--- src/rtl/ebsl_pkg.sv ---
// Constants for the external bus strobe logic: register map, fields, reset values.
package ebsl_pkg;
  localparam int unsigned APB_AW = 12;
  localparam logic [11:0] OFS_SYS_CFG = 12'h000;
  localparam logic [11:0] OFS_STATUS  = 12'h004;
  localparam int unsigned CFG_WRMODE_BIT = 0;
  localparam int unsigned CFG_RDYEN_BIT  = 1;
  localparam int unsigned CFG_MUX_BIT    = 2;
  localparam int unsigned CFG_BUS16_BIT  = 3;
  localparam int unsigned CFG_CLKEN_BIT  = 4;
  localparam int unsigned CFG_W          = 5;
  localparam logic [4:0] CFG_RESET = 5'h0c;
  localparam int unsigned ST_BUSY_BIT = 0;
  localparam int unsigned ST_BOOT_BIT = 1;
  localparam int unsigned ST_WAIT_BIT = 2;
  localparam int unsigned ST_LASTW_LSB = 16;
  typedef enum logic [1:0] {
    EBSL_IDLE,
    EBSL_ALE,
    EBSL_STROBE,
    EBSL_RECOV
  } ebsl_state_e;
endpackage

--- src/rtl/ebsl_top.sv ---
// External bus strobe logic: APB configuration, bus cycle sequencer and registered pin drivers.
//
// Implementation choices: the APB interface to the registers and the register addresses.
`timescale 1ns/10ps
module ebsl_top #(
  parameter int unsigned WAIT_CNT_W = 16
) (
  input  wire logic        pclk,
  input  wire logic        presetn,
  input  wire logic        ce,
  input  wire logic        psel,
  input  wire logic        penable,
  input  wire logic        pwrite,
  input  wire logic [11:0] paddr,
  input  wire logic [31:0] pwdata,
  output logic      [31:0] prdata,
  output logic             pready,
  output logic             pslverr,
  input  wire logic        core_req,
  input  wire logic        core_write,
  input  wire logic        core_fetch,
  input  wire logic [23:0] core_addr,
  input  wire logic [1:0]  core_be,
  input  wire logic [15:0] core_wdata,
  output logic             core_idle,
  output logic             core_done,
  output logic      [15:0] core_rdata,
  input  wire logic        ready_in,
  input  wire logic        ext_fetch_select,
  output logic             boot_external,
  output logic             rd_strobe_n,
  output logic             write_strobe_low_n,
  output logic             high_byte_pin_n,
  output logic             ale,
  output logic      [7:0]  segment_port,
  output logic      [15:0] addr_port,
  output logic      [15:0] muxed_addr_data_port_out,
  output logic      [15:0] muxed_addr_data_port_oe_n,
  input  wire logic [15:0] muxed_addr_data_port_in,
  output logic             sys_clock_out
);

  ebsl_pkg::ebsl_state_e state_q, state_d;
  logic [4:0]            cfg_q;
  logic                  wr_q, lane_q, bus16_q, mux_q, rdyen_q;
  logic [1:0]            be_q;
  logic [23:0]           addr_q;
  logic [15:0]           wdata_q;
  logic [WAIT_CNT_W-1:0] wait_cnt_q, last_wait_q;
  logic                  captured_q;
  logic                  clk_en_n_q;
  logic [31:0]           prdata_q;
  logic                  pready_q, pslverr_q;
  logic                  idle_q, done_q;
  logic [15:0]           rdata_q;
  logic                  boot_q;
  logic                  rd_n_q, wrl_n_q, hi_n_q, ale_q;
  logic [7:0]            seg_q;
  logic [15:0]           aport_q, mout_q, moe_n_q;

  // APB decode.
  wire apb_setup  = psel && !penable;
  wire apb_access = psel && penable && pready_q;
  wire sel_cfg    = paddr == ebsl_pkg::OFS_SYS_CFG;
  wire sel_stat   = paddr == ebsl_pkg::OFS_STATUS;
  wire cfg_write  = ce && apb_access && pwrite && sel_cfg;
  wire [31:0] stat_word = {last_wait_q, 13'h0000, (state_q == ebsl_pkg::EBSL_STROBE) && rdyen_q && ready_in,
                           boot_q, state_q != ebsl_pkg::EBSL_IDLE};
  wire [31:0] rd_mux = sel_cfg  ? {27'h0000000, cfg_q} :
                       sel_stat ? stat_word : 32'h00000000;

  // Request selection: the cycle that accepts a request decodes from the core's inputs.
  wire take      = (state_q == ebsl_pkg::EBSL_IDLE) && core_req;
  wire cur_wr    = take ? (core_write && !core_fetch) : wr_q;
  wire [1:0] cur_be = take ? core_be : be_q;
  wire cur_lane  = take ? cfg_q[ebsl_pkg::CFG_WRMODE_BIT] : lane_q;
  wire cur_bus16 = take ? cfg_q[ebsl_pkg::CFG_BUS16_BIT] : bus16_q;
  wire cur_mux   = take ? cfg_q[ebsl_pkg::CFG_MUX_BIT] : mux_q;
  wire [23:0] cur_addr  = take ? core_addr : addr_q;
  wire [15:0] cur_wdata = take ? core_wdata : wdata_q;
  wire stretch   = rdyen_q && ready_in;

  always_comb begin
    state_d = state_q;
    unique case (state_q)
      ebsl_pkg::EBSL_IDLE: begin
        if (core_req) begin
          state_d = cfg_q[ebsl_pkg::CFG_MUX_BIT] ? ebsl_pkg::EBSL_ALE : ebsl_pkg::EBSL_STROBE;
        end
      end
      ebsl_pkg::EBSL_ALE: begin
        state_d = ebsl_pkg::EBSL_STROBE;
      end
      ebsl_pkg::EBSL_STROBE: begin
        if (!stretch) begin
          state_d = ebsl_pkg::EBSL_RECOV;
        end
      end
      ebsl_pkg::EBSL_RECOV: begin
        state_d = ebsl_pkg::EBSL_IDLE;
      end
    endcase
  end

  logic rd_req, wr_lo_req, hi_en_req, hi_wr_req;
  ebsl_strobe_dec u_dec (
    .lane_mode (cur_lane),
    .bus16     (cur_bus16),
    .write     (cur_wr),
    .be        (cur_be),
    .rd_req    (rd_req),
    .wr_lo_req (wr_lo_req),
    .hi_en_req (hi_en_req),
    .hi_wr_req (hi_wr_req)
  );

  // Strobe, latch and data-port next values, all derived from the next state so that pins and state stay in step.
  wire d_busy   = state_d != ebsl_pkg::EBSL_IDLE;
  wire d_strobe = state_d == ebsl_pkg::EBSL_STROBE;
  wire d_ale    = state_d == ebsl_pkg::EBSL_ALE;
  wire d_data   = d_strobe || (state_d == ebsl_pkg::EBSL_RECOV);
  wire rd_n_d   = !(d_strobe && rd_req);
  wire wrl_n_d  = !(d_strobe && wr_lo_req);
  wire hi_n_d   = !((d_busy && hi_en_req) || (d_strobe && hi_wr_req));
  // An upper-byte-only write on an 8-bit bus travels on the low lane.
  wire [7:0] lo_byte = (!cur_bus16 && cur_be == 2'h2) ? cur_wdata[15:8] : cur_wdata[7:0];
  wire [7:0] hi_byte = cur_bus16 ? cur_wdata[15:8] : cur_addr[15:8];
  // Multiplexed: address in the latch phase, then data; demultiplexed: data only. An 8-bit bus keeps A8-A15 on the upper lane.
  wire [15:0] mout_d = d_ale ? cur_addr[15:0] : {hi_byte, lo_byte};
  wire lo_oe_d  = (d_ale && cur_mux) || (d_data && cur_wr);
  wire hi_oe_d  = (d_ale && cur_mux) || (d_data && (cur_bus16 ? cur_wr : cur_mux));
  wire [15:0] moe_n_d = {{8{!hi_oe_d}}, {8{!lo_oe_d}}};
  wire capture  = (state_q == ebsl_pkg::EBSL_STROBE) && !stretch;

  always_ff @(posedge pclk or negedge presetn) begin
    if (!presetn) begin
      state_q <= ebsl_pkg::EBSL_IDLE;
      cfg_q   <= ebsl_pkg::CFG_RESET;
    end else if (ce) begin
      state_q <= state_d;
      if (cfg_write) begin
        cfg_q <= pwdata[ebsl_pkg::CFG_W-1:0];
      end
    end
  end

  always_ff @(posedge pclk or negedge presetn) begin
    if (!presetn) begin
      wr_q    <= 1'b0;
      be_q    <= 2'h0;
      lane_q  <= 1'b0;
      bus16_q <= 1'b0;
      mux_q   <= 1'b0;
      rdyen_q <= 1'b0;
      addr_q  <= 24'h000000;
      wdata_q <= 16'h0000;
    end else if (ce && take) begin
      wr_q    <= cur_wr;
      be_q    <= core_be;
      lane_q  <= cfg_q[ebsl_pkg::CFG_WRMODE_BIT];
      bus16_q <= cfg_q[ebsl_pkg::CFG_BUS16_BIT];
      mux_q   <= cfg_q[ebsl_pkg::CFG_MUX_BIT];
      rdyen_q <= cfg_q[ebsl_pkg::CFG_RDYEN_BIT];
      addr_q  <= core_addr;
      wdata_q <= core_wdata;
    end
  end

  always_ff @(posedge pclk or negedge presetn) begin
    if (!presetn) begin
      rd_n_q  <= 1'b1;
      wrl_n_q <= 1'b1;
      hi_n_q  <= 1'b1;
      ale_q   <= 1'b0;
      seg_q   <= 8'h00;
      aport_q <= 16'h0000;
      mout_q  <= 16'h0000;
      moe_n_q <= 16'hffff;
    end else if (ce) begin
      rd_n_q  <= rd_n_d;
      wrl_n_q <= wrl_n_d;
      hi_n_q  <= hi_n_d;
      ale_q   <= d_ale;
      seg_q   <= cur_addr[23:16];
      aport_q <= cur_addr[15:0];
      mout_q  <= mout_d;
      moe_n_q <= moe_n_d;
    end
  end

  // Wait statistics and read capture.
  always_ff @(posedge pclk or negedge presetn) begin
    if (!presetn) begin
      wait_cnt_q  <= '0;
      last_wait_q <= '0;
      rdata_q     <= 16'h0000;
      done_q      <= 1'b0;
      idle_q      <= 1'b1;
    end else if (ce) begin
      if (state_q == ebsl_pkg::EBSL_STROBE && stretch) begin
        wait_cnt_q <= wait_cnt_q + 1'b1;
      end else if (take) begin
        wait_cnt_q <= '0;
      end
      if (capture) begin
        last_wait_q <= wait_cnt_q;
        rdata_q     <= muxed_addr_data_port_in;
      end
      done_q <= state_q == ebsl_pkg::EBSL_RECOV;
      idle_q <= state_d == ebsl_pkg::EBSL_IDLE;
    end
  end

  // The select pin is caught on the first enabled edge after reset release, never by the reset itself.
  always_ff @(posedge pclk or negedge presetn) begin
    if (!presetn) begin
      captured_q <= 1'b0;
      boot_q     <= 1'b0;
    end else if (ce && !captured_q) begin
      captured_q <= 1'b1;
      boot_q     <= !ext_fetch_select;
    end
  end

  // APB answers one cycle after setup, so every access takes exactly one access cycle.
  always_ff @(posedge pclk or negedge presetn) begin
    if (!presetn) begin
      prdata_q  <= 32'h00000000;
      pready_q  <= 1'b0;
      pslverr_q <= 1'b0;
    end else if (ce) begin
      pready_q  <= apb_setup;
      pslverr_q <= apb_setup && !(sel_cfg || sel_stat);
      if (apb_setup) begin
        prdata_q <= pwrite ? 32'h00000000 : rd_mux;
      end
    end
  end

  // The enable changes on the falling edge, while the clock is low, so the gated copy never glitches.
  always_ff @(negedge pclk or negedge presetn) begin
    if (!presetn) begin
      clk_en_n_q <= 1'b1;
    end else begin
      clk_en_n_q <= !cfg_q[ebsl_pkg::CFG_CLKEN_BIT];
    end
  end
  assign sys_clock_out = pclk && !clk_en_n_q;

  assign prdata                    = prdata_q;
  assign pready                    = pready_q;
  assign pslverr                   = pslverr_q;
  assign core_idle                 = idle_q;
  assign core_done                 = done_q;
  assign core_rdata                = rdata_q;
  assign boot_external             = boot_q;
  assign rd_strobe_n               = rd_n_q;
  assign write_strobe_low_n        = wrl_n_q;
  assign high_byte_pin_n           = hi_n_q;
  assign ale                       = ale_q;
  assign segment_port              = seg_q;
  assign addr_port                 = aport_q;
  assign muxed_addr_data_port_out  = mout_q;
  assign muxed_addr_data_port_oe_n = moe_n_q;

  wire in_strobe = state_q == ebsl_pkg::EBSL_STROBE;
endmodule

--- src/rtl/ebsl_strobe_dec.sv ---
// Decoder from access type and write mode to the raw strobe requests.
`timescale 1ns/10ps
module ebsl_strobe_dec (
  input  wire logic       lane_mode,
  input  wire logic       bus16,
  input  wire logic       write,
  input  wire logic [1:0] be,
  output logic            rd_req,
  output logic            wr_lo_req,
  output logic            hi_en_req,
  output logic            hi_wr_req
);
  // Fetches arrive with write low, so they read like data reads.
  assign rd_req    = !write;
  // Combined mode strobes every write; byte-lane mode only the low lane on a wide bus.
  assign wr_lo_req = write && (!lane_mode || !bus16 || be[0]);
  assign hi_en_req = !lane_mode && bus16 && be[1];
  assign hi_wr_req = lane_mode && write && bus16 && be[1];
endmodule

--- config.mk ---
export PLATFORM = sky130hd
export DESIGN_NAME = ebsl_top
export DESIGN_NICKNAME = d
export VERILOG_FILES = /design/src/rtl/ebsl_pkg.sv /design/src/rtl/ebsl_top.sv /design/src/rtl/ebsl_strobe_dec.sv
export SDC_FILE = /design/constraint.sdc
export NUM_CORES = 1
export LEC_CHECK = 0
export BUFFER_PORTS_ARGS = -buffer_cell sky130_fd_sc_hd__buf_2
export CORE_MARGIN = 4
export CORE_UTILIZATION = 50
export CTS_CLUSTER_SIZE = 24
export DETAILED_ROUTE_END_ITERATION = 8
export PLACE_DENSITY_LB_ADDON = 0.15
export SLEW_MARGIN = 40
export SYNTH_ARGS = -nofsm -noshare
export SYNTH_HDL_FRONTEND = slang
export SYNTH_SLANG_ARGS = --single-unit
--- constraint.sdc ---
create_clock -name pclk -period 2.8 [get_ports pclk]
set_clock_uncertainty 0.15 [all_clocks]
set_input_delay 0.28 -clock pclk [delete_from_list [all_inputs] [get_ports pclk]]
set_output_delay 0.28 -clock pclk [all_outputs]
set_load 0.05 [all_outputs]
Word level (Yosys, flattened, before mapping)

Index checks and enable logic that the tools add are counted.

Flip-flop bits (word level): 194
Input port bits: 113
Output and inout bits: 114
Word-level logic and storage cells: 122

Add/subtract/negate cells: 1
Equality and inequality tests: 8
Muxes and demuxes: 20
Reduce and logical (&&, ||, !) cells: 64

Operators with widths:

| operator                                       | number |
|---|---|
| 2-to-1 mux 32 bit                              | 3 |
| 2-to-1 mux 16 bit                              | 4 |
| logical AND 1 bit                              | 31 |
| 2-to-1 mux 24 bit                              | 1 |
| adder 16 x 1 -> 16 bit, second input constant  | 1 |
| zero test 1 bit                                | 16 |
| 2-to-1 mux 8 bit                               | 2 |
| == test 12 x 3 -> 1 bit, second input constant | 1 |
| zero test 12 bit                               | 1 |
| == test 2 bit, second input constant           | 5 |
| 2-to-1 mux 2 bit                               | 4 |
| case mux 2 bit (4 select lines)                | 1 |
| AND reduction 2 bit                            | 4 |
| logical OR 1 bit                               | 7 |
| nonzero test 2 bit                             | 3 |
| 2-to-1 mux 1 bit                               | 5 |
| == test 2 x 1 -> 1 bit, second input constant  | 2 |
| zero test 2 bit                                | 2 |

Longest topological paths before layout

Gate-level depths: netlist of run 1.

Depth after elaboration: 9
Depth in mapped cells: 9
Gate-level depth less buffers: 7

Cells and area by module

A second synthesis of run 1 with hierarchy kept.

Cells, all modules: 655
Area total of the unflattened synthesis: 7886.3 µm²

By module, submodules not included:

| module          | times used | cells each | area each (µm²) |
|---|---|---|---|
| ebsl_top        | 1          | 648        | 7857.5 |
| ebsl_strobe_dec | 1          | 7          | 28.8 |

==> results of run 1 <==
## worst max-delay path: stages, from the launching register on
cell                      delay [ns]
sky130_fd_sc_hd__dfstp_2        0.51
sky130_fd_sc_hd__nor2_2         0.03
sky130_fd_sc_hd__buf_6          0.14
## worst max path at each step
stage	endpoint	depth (start not counted)	slack, ns
global route	sys_clock_out	2	-0.22
global placement	sys_clock_out	2	0.24
finish	sys_clock_out	2	-0.16
CTS	sys_clock_out	2	-0.18
detailed placement	sys_clock_out	2	0.25
floorplan	sys_clock_out	1	0.22
## synthesized netlist by cell type (all sizes together), types with 2 or more instances
cell,instances,area [µm²]
nand4,3,18.8
nand3b,2,15.0
nor4,3,18.8
a31oi,10,62.6
or3,3,18.8
nor2b,3,18.8
buf,38,258
nor3,6,30.0
nand2,59,224
nand2b,4,25.0
a21oi,24,131
and2,2,12.5
dfrtp,167,4180
and3,2,12.5
xor2,4,35.0
mux2,96,1080
a21o,14,105
nand3,8,40.0
o221a,2,22.5
ha,5,62.6
dfstp,9,236
xnor2,8,70.1
o2bb2ai,2,17.5
inv,11,41.3
nor3b,2,15.0
a22o,26,236
mux2i,39,403
clkbuf,19,71.3
and4,3,26.3
nor2,45,176
o21ai,20,111
## cell usage in the layout (no fill, tap or decap), types with 4 or more instances in the layout
cell type and instances:
sky130_fd_sc_hd__a21o_1 14, sky130_fd_sc_hd__a21oi_1 22, sky130_fd_sc_hd__a22o_1 25, sky130_fd_sc_hd__a31oi_1 10, sky130_fd_sc_hd__buf_2 186, sky130_fd_sc_hd__buf_4 10, sky130_fd_sc_hd__clkbuf_1 4, sky130_fd_sc_hd__clkbuf_16 17
sky130_fd_sc_hd__clkinvlp_4 4, sky130_fd_sc_hd__conb_1 11, sky130_fd_sc_hd__dfrtp_1 167, sky130_fd_sc_hd__dfstp_2 9, sky130_fd_sc_hd__dlygate4sd3_1 65, sky130_fd_sc_hd__ha_1 5, sky130_fd_sc_hd__inv_1 12, sky130_fd_sc_hd__mux2_2 95
sky130_fd_sc_hd__mux2i_1 38, sky130_fd_sc_hd__nand2_1 57, sky130_fd_sc_hd__nand2b_1 4, sky130_fd_sc_hd__nand3_1 8, sky130_fd_sc_hd__nor2_1 43, sky130_fd_sc_hd__nor3_1 6, sky130_fd_sc_hd__o21ai_0 18, sky130_fd_sc_hd__xnor2_1 8
sky130_fd_sc_hd__xor2_1 4
## metrics by stage
stage	util (%)	cells	power [µW]	setup TNS (ns)
floorplan	-	662	6890	0
global placement	58.6	1017	7770	0
detailed placement	58.8	1018	7900	0
CTS	66.7	1116	10200	-0.175
global route	66.7	1116	10600	-0.219
finish	66.7	1116	10100	-0.160
## timing repair
item	in CTS	in global routing
gates resized for setup	2	0
hold endpoints to repair	165	0
pin swaps	0	0
hold buffers	65	0
cloned	0	0
setup endpoints to repair	2	2
## cells by family (layout without fill, tap and decap cells)
logic type,Yosys count,after routing,share of synthesized area (%)
AO/OA/AOI/OAI,107,107,9.84
XOR/XNOR,12,12,1.33
adder cells (fa/ha/maj),5,5,0.792
buffers and inverters,68,311,4.69
flip-flops,176,176,55.9
multiplexers,135,135,18.8
other,1,11,0.0475
AND/OR/NAND/NOR,148,148,8.58
## final cells by class
type	instances	area share, %
Clock buffer	25	4.83
Clock inverter	10	0.760
Inverter	10	0.368
Multi-Input combinational cell	418	31.0
Sequential cell	176	43.2
Tap cell	211	2.59
Timing Repair Buffer	266	17.2
## power by group through the flow
| stage | Clock, µW | Combinational (µW) | Sequential, µW |
|---|---|---|---|
| floorplan | 10.4 | 1790 | 5090 |
| global placement | 10.4 | 4080 | 3680 |
| detailed placement | 10.4 | 4160 | 3730 |
| CTS | 2270 | 4240 | 3690 |
| global route | 2370 | 4500 | 3780 |
| finish | 2220 | 4210 | 3690 |
## routing by layer
layer	GRT usage, %	share of wire, %
met2	36.2	49
met3	5.17	6.1
met1	27.9	43
met5	0	0
met4	6.69	1.5
## flip-flops by register name (all words and copies together) (netlist names), 5 cells and up
name	flops
addr_q	24
prdata	21
addr_port	16
core_rdata	16
last_wait_q	16
muxed_addr_data_port_out	16
wait_cnt_q	16
wdata_q	16
segment_port	8
cfg_q	5
==> run summary, run 1 <==
* 5.23 — Vias/cell
* 227 — I/O pins
* 0.000840 V — peak supply drop
* muxed_addr_data_port_out[12] — RR Endpoint
* output pin — capturing element type of the critical path
* 0 — ANT cells
* 15300 µm² — Core Area
* 0 — global route total overflow
* 326 — 1st-iter DRT viols
* 29.3% — area growth from synthesis to layout
* 0 — ANT nets after route
* setup timing — violations in the final reports
* 6189 — number of global-route vias before repair
* 45 — cell row count
* 2.37 ns — required time of the worst setup path
* 0 — YS warnings
* 7 — Register-to-Register Path Depth
* core_write — Hold Startpoint
* 3 — cell depth of the worst min-delay path
* 0.37 ns — flop2flop setup slack
* 0 — final hold violation count
* yes — CTS tree
* 7900 µm² — mapped cell area
* 55.9% — sequential area share after synthesis
* 2 — maximum buffer depth of the clock tree
* 9000 µm² — cell area after placement
* 1 — Max Fanout on Critical Path
* yes — unrepaired setup endpoints after global routing
* 17900 µm² — area of the die
* 188 — number of port buffers
* 134 µm — Die Y-Extent
* sky130_fd_sc_hd__dfrtp_1 — top flip-flop cell by instance count after synthesis
* 992 nW/µm² — ratio of total power to cell area
* 21.9% — clock group share of total power
* 10200 µm² — finished layout cell area
* 0 — initial antenna violation count
* 51.6% — initial cell density of the core
* 5833 — DR vias
* clk_en_n_q — critical path startpoint
* 134 µm — chip width
* 5 — iteration count of the initial detailed-routing pass
* 100% — Synth async-reset ratio
* 176 — FF+latch count, synth
* 5940 µW — cell-internal power
* 21.6% — global-route usage over all layers
* 12800 µm — Detailed Place HPWL
* 0 — number of max-capacitance violations reported
* 2.53 ns — critical path arrival
* 41.3% — switching portion of total power
* 0 — buffer count from post-CTS setup fixing
* state_q[0] — worst reg2reg path startpoint
* 0.813 — Routability Congestion
* input pin to flop — hold crit path type
* 38.7% — proportion of layout cells with a drive suffix above 1
* 18700 µm — final wirelength
* 60.6% — max-slew headroom at the worst pin
* 0 — count of flip-flops with a built-in enable after synthesis
* sky130_fd_sc_hd__clkbuf_16 — clk root buf
* 1010 — number of nets in the layout
* 0 — pins over their slew limit
* 0.246 ns — Post-Place Worst Slack
* 16.8 µm — DR WL/cell
* 0.06 ns — clock transition time at the flip-flop clock pins of the worst setup and hold paths
* 2 — Setup violations, final
* -0.160 ns — worst setup margin
* 0.591 ns — slew at the pin closest to its max-slew limit
* flop — element type at the critical path start
* 4420 µm² — area used by sequential logic in the layout
* complete, but fails checks — run status
* 36.5% — sequential share of power
* wr_q — endpoint with the worst hold slack
* 41.6% — combinational share of power
* 17 — Num CTS Buffers
* 12.1 µm² — post-synthesis area per instance
* flop to output pin — CP Class
* 4180 µW — switching power
* 3170 µm² — area taken by multi-input logic gates
* 0.00509 µW — Leakage
* 0 — drt drc
* 31000 µm — wire length of the first global-routing pass
* 4 — Max H-tree Level
* 55 — distinct cell type count after synthesis
* 652 — gate count after technology mapping
* 95 — largest net degree at the start of global routing
* 0.42 ns — clock latency of the later-clocked register in the worst-skew pair
* 1176 — number of fillers in the final layout
* 0.0509 ns — worst hold margin
No activity file was read; power rests on OpenSTA's default activity.
==> inputs of run 2 (changes only) <==
--- a/config.mk
+++ b/config.mk
@@ -6,6 +6,7 @@
 export NUM_CORES = 1
 export LEC_CHECK = 0
 export BUFFER_PORTS_ARGS = -buffer_cell sky130_fd_sc_hd__buf_2
+export CORE_ASPECT_RATIO = 0.5
 export CORE_MARGIN = 4
 export CORE_UTILIZATION = 50
 export CTS_CLUSTER_SIZE = 24
==> run summary, run 2 (synthesized netlist as in run 1, its figures left out) <==
* 188 — number of port buffers
* 2.54 ns — critical path arrival
* flop to output pin — CP Class
* 0.43 ns — clock latency of the later-clocked register in the worst-skew pair
* 0.748 ns — slew at the pin closest to its max-slew limit
* 80 — largest net degree at the start of global routing
* 50.1% — max-slew headroom at the worst pin
* 282 — 1st-iter DRT viols
* 16.8 µm — DR WL/cell
* 18600 µm — final wirelength
* 0 — final hold violation count
* 96.9 µm — Die Y-Extent
* 4 — iteration count of the initial detailed-routing pass
* sky130_fd_sc_hd__buf_2 — commonest non-fill, non-tap cell in the layout
* 227 — I/O pins
* 4 — Max H-tree Level
* -0.168 ns — total negative setup slack
* 38.9% — proportion of layout cells with a drive suffix above 1
* 1238 — number of fillers in the final layout
* 0 — drt drc
* 0 — global route total overflow
* yes — CTS tree
* 12000 µm — Detailed Place HPWL
* -0.168 ns — worst setup margin
* 0 — pins over their slew limit
* 6121 — number of global-route vias before repair
* setup timing — violations in the final reports
* 66.5% — Util after Layout
* 0 — ANT cells
* 17 — Num CTS Buffers
* input pin to flop — hold crit path type
* 10400 µW — total power consumption of the routed design
* 5793 — DR vias
* sky130_fd_sc_hd__clkbuf_16 — clk root buf
* complete, but fails checks — run status
* output pin — capturing element type of the critical path
* 0 — ANT nets after route
* 4420 µm² — area used by sequential logic in the layout
* 2.37 ns — required time of the worst setup path
* flop — element type at the critical path start
* 3170 µm² — area taken by multi-input logic gates
* 1 — worst path bufs/invs
* flip-flops — family with the most delay on the worst path
* sky130_fd_sc_hd__dfstp_2 — cell type of the slowest stage on the worst timing path
* 30700 µm — wire length of the first global-routing pass
* 1010 — number of nets in the layout
* 186 µm — chip width
* 0 — number of max-capacitance violations reported
* 1 — Max Fanout on Critical Path
* 5.22 — Vias/cell
* 0 — initial antenna violation count
* 0.0402 ns — worst hold margin
* 0.06 ns — clock transition time at the flip-flop clock pins of the worst setup and hold paths
* 2 — Setup violations, final
* 1020 nW/µm² — ratio of total power to cell area
* 0.805 — Routability Congestion
* 0.243 ns — Post-Place Worst Slack
* yes — unrepaired setup endpoints after global routing
* 0.00513 µW — Leakage
* 32 — cell row count
* 0.000585 V — peak supply drop
* 186 x sky130_fd_sc_hd__buf_2, 167 x sky130_fd_sc_hd__dfrtp_1, 95 x sky130_fd_sc_hd__mux2_2 — top library cells by usage in the layout, fill and taps aside
* 18000 µm² — area of the die
* nor2_2 -> buf_6 — Cell Chain, Critical Path
* 15500 µm² — Core Area
* addr_q — top register by number of flip-flops
* 21.4% — global-route usage over all layers
* 2 — maximum buffer depth of the clock tree
* 51.1% — initial cell density of the core
* 0.51 ns — largest stage delay on the critical path
* 24 — Largest register FFs
* 30.1% — area growth from synthesis to layout
run 2: layer usage:
layer / track usage, % / routed length [µm] / share of wire [%] / vias up
met5: 0 / 0 / 0 / -
met4: 6.44 / 307 / 1.7 / 0
met3: 6.16 / 957 / 5.1 / 24
met2: 36.4 / 9340 / 50 / 135
met1: 26.5 / 8000 / 43 / 2874
li1: - / - / - / 2760
run 2: where the power goes:
part / internal [µW] / switching [µW] / total [µW]
logic: 1390 / 2830 / 4220
registers: 3290 / 389 / 3680
clock network: 1490 / 1040 / 2530
total: 6180 / 4260 / 10400
run 2: worst paths after layout:
check | startpoint | end | slack [ns] | cells after the start
worst max register to register | state_q[0] | muxed_addr_data_port_out[0] | 0.33 | 7
worst max-delay path | clk_en_n_q | sys_clock_out | -0.17 | 2
worst min-delay path | core_write | wr_q | 0.04 | 3
worst min register to register | addr_port[6] | addr_port[6] | 0.33 | 1
max in group asynchronous | presetn | clk_en_n_q | 0.73 | 2
min in group asynchronous | presetn | core_rdata[12] | 0.12 | 2
run 2: area by class of cell:
type,instances,share of cell area (%)
multi-input combinational,418,30.8
inverter,10,0.365
timing repair buffer,266,17.0
tap,204,2.48
clock buffer,23,5.05
sequential,176,43.0
clock inverter,12,1.33
run 2: worst min-delay path: cells and delay by family:
family | cells | cell delay [ns]
and+or+nand+nor | 1 | 0.10
AOI/OAI and AO/OA | 1 | 0.09
buffers and inverters | 1 | 0.09
run 2: through the flow:
stage          instance area (µm²)  cells
2_1_floorplan                 7940    662
3_3_place_gp                  8970   1011
5_1_grt                      10300   1109
3_5_place_dp                  8980   1011
6_report                     10300   1109
4_1_cts                      10300   1109
run 2: what timing repair did:
item	in CTS	in global routing
hold buffers	65	0
gates resized for setup	2	0
buffers inserted	0	0
endpoints found under the hold margin	95	0
endpoints found under the setup margin	2	2
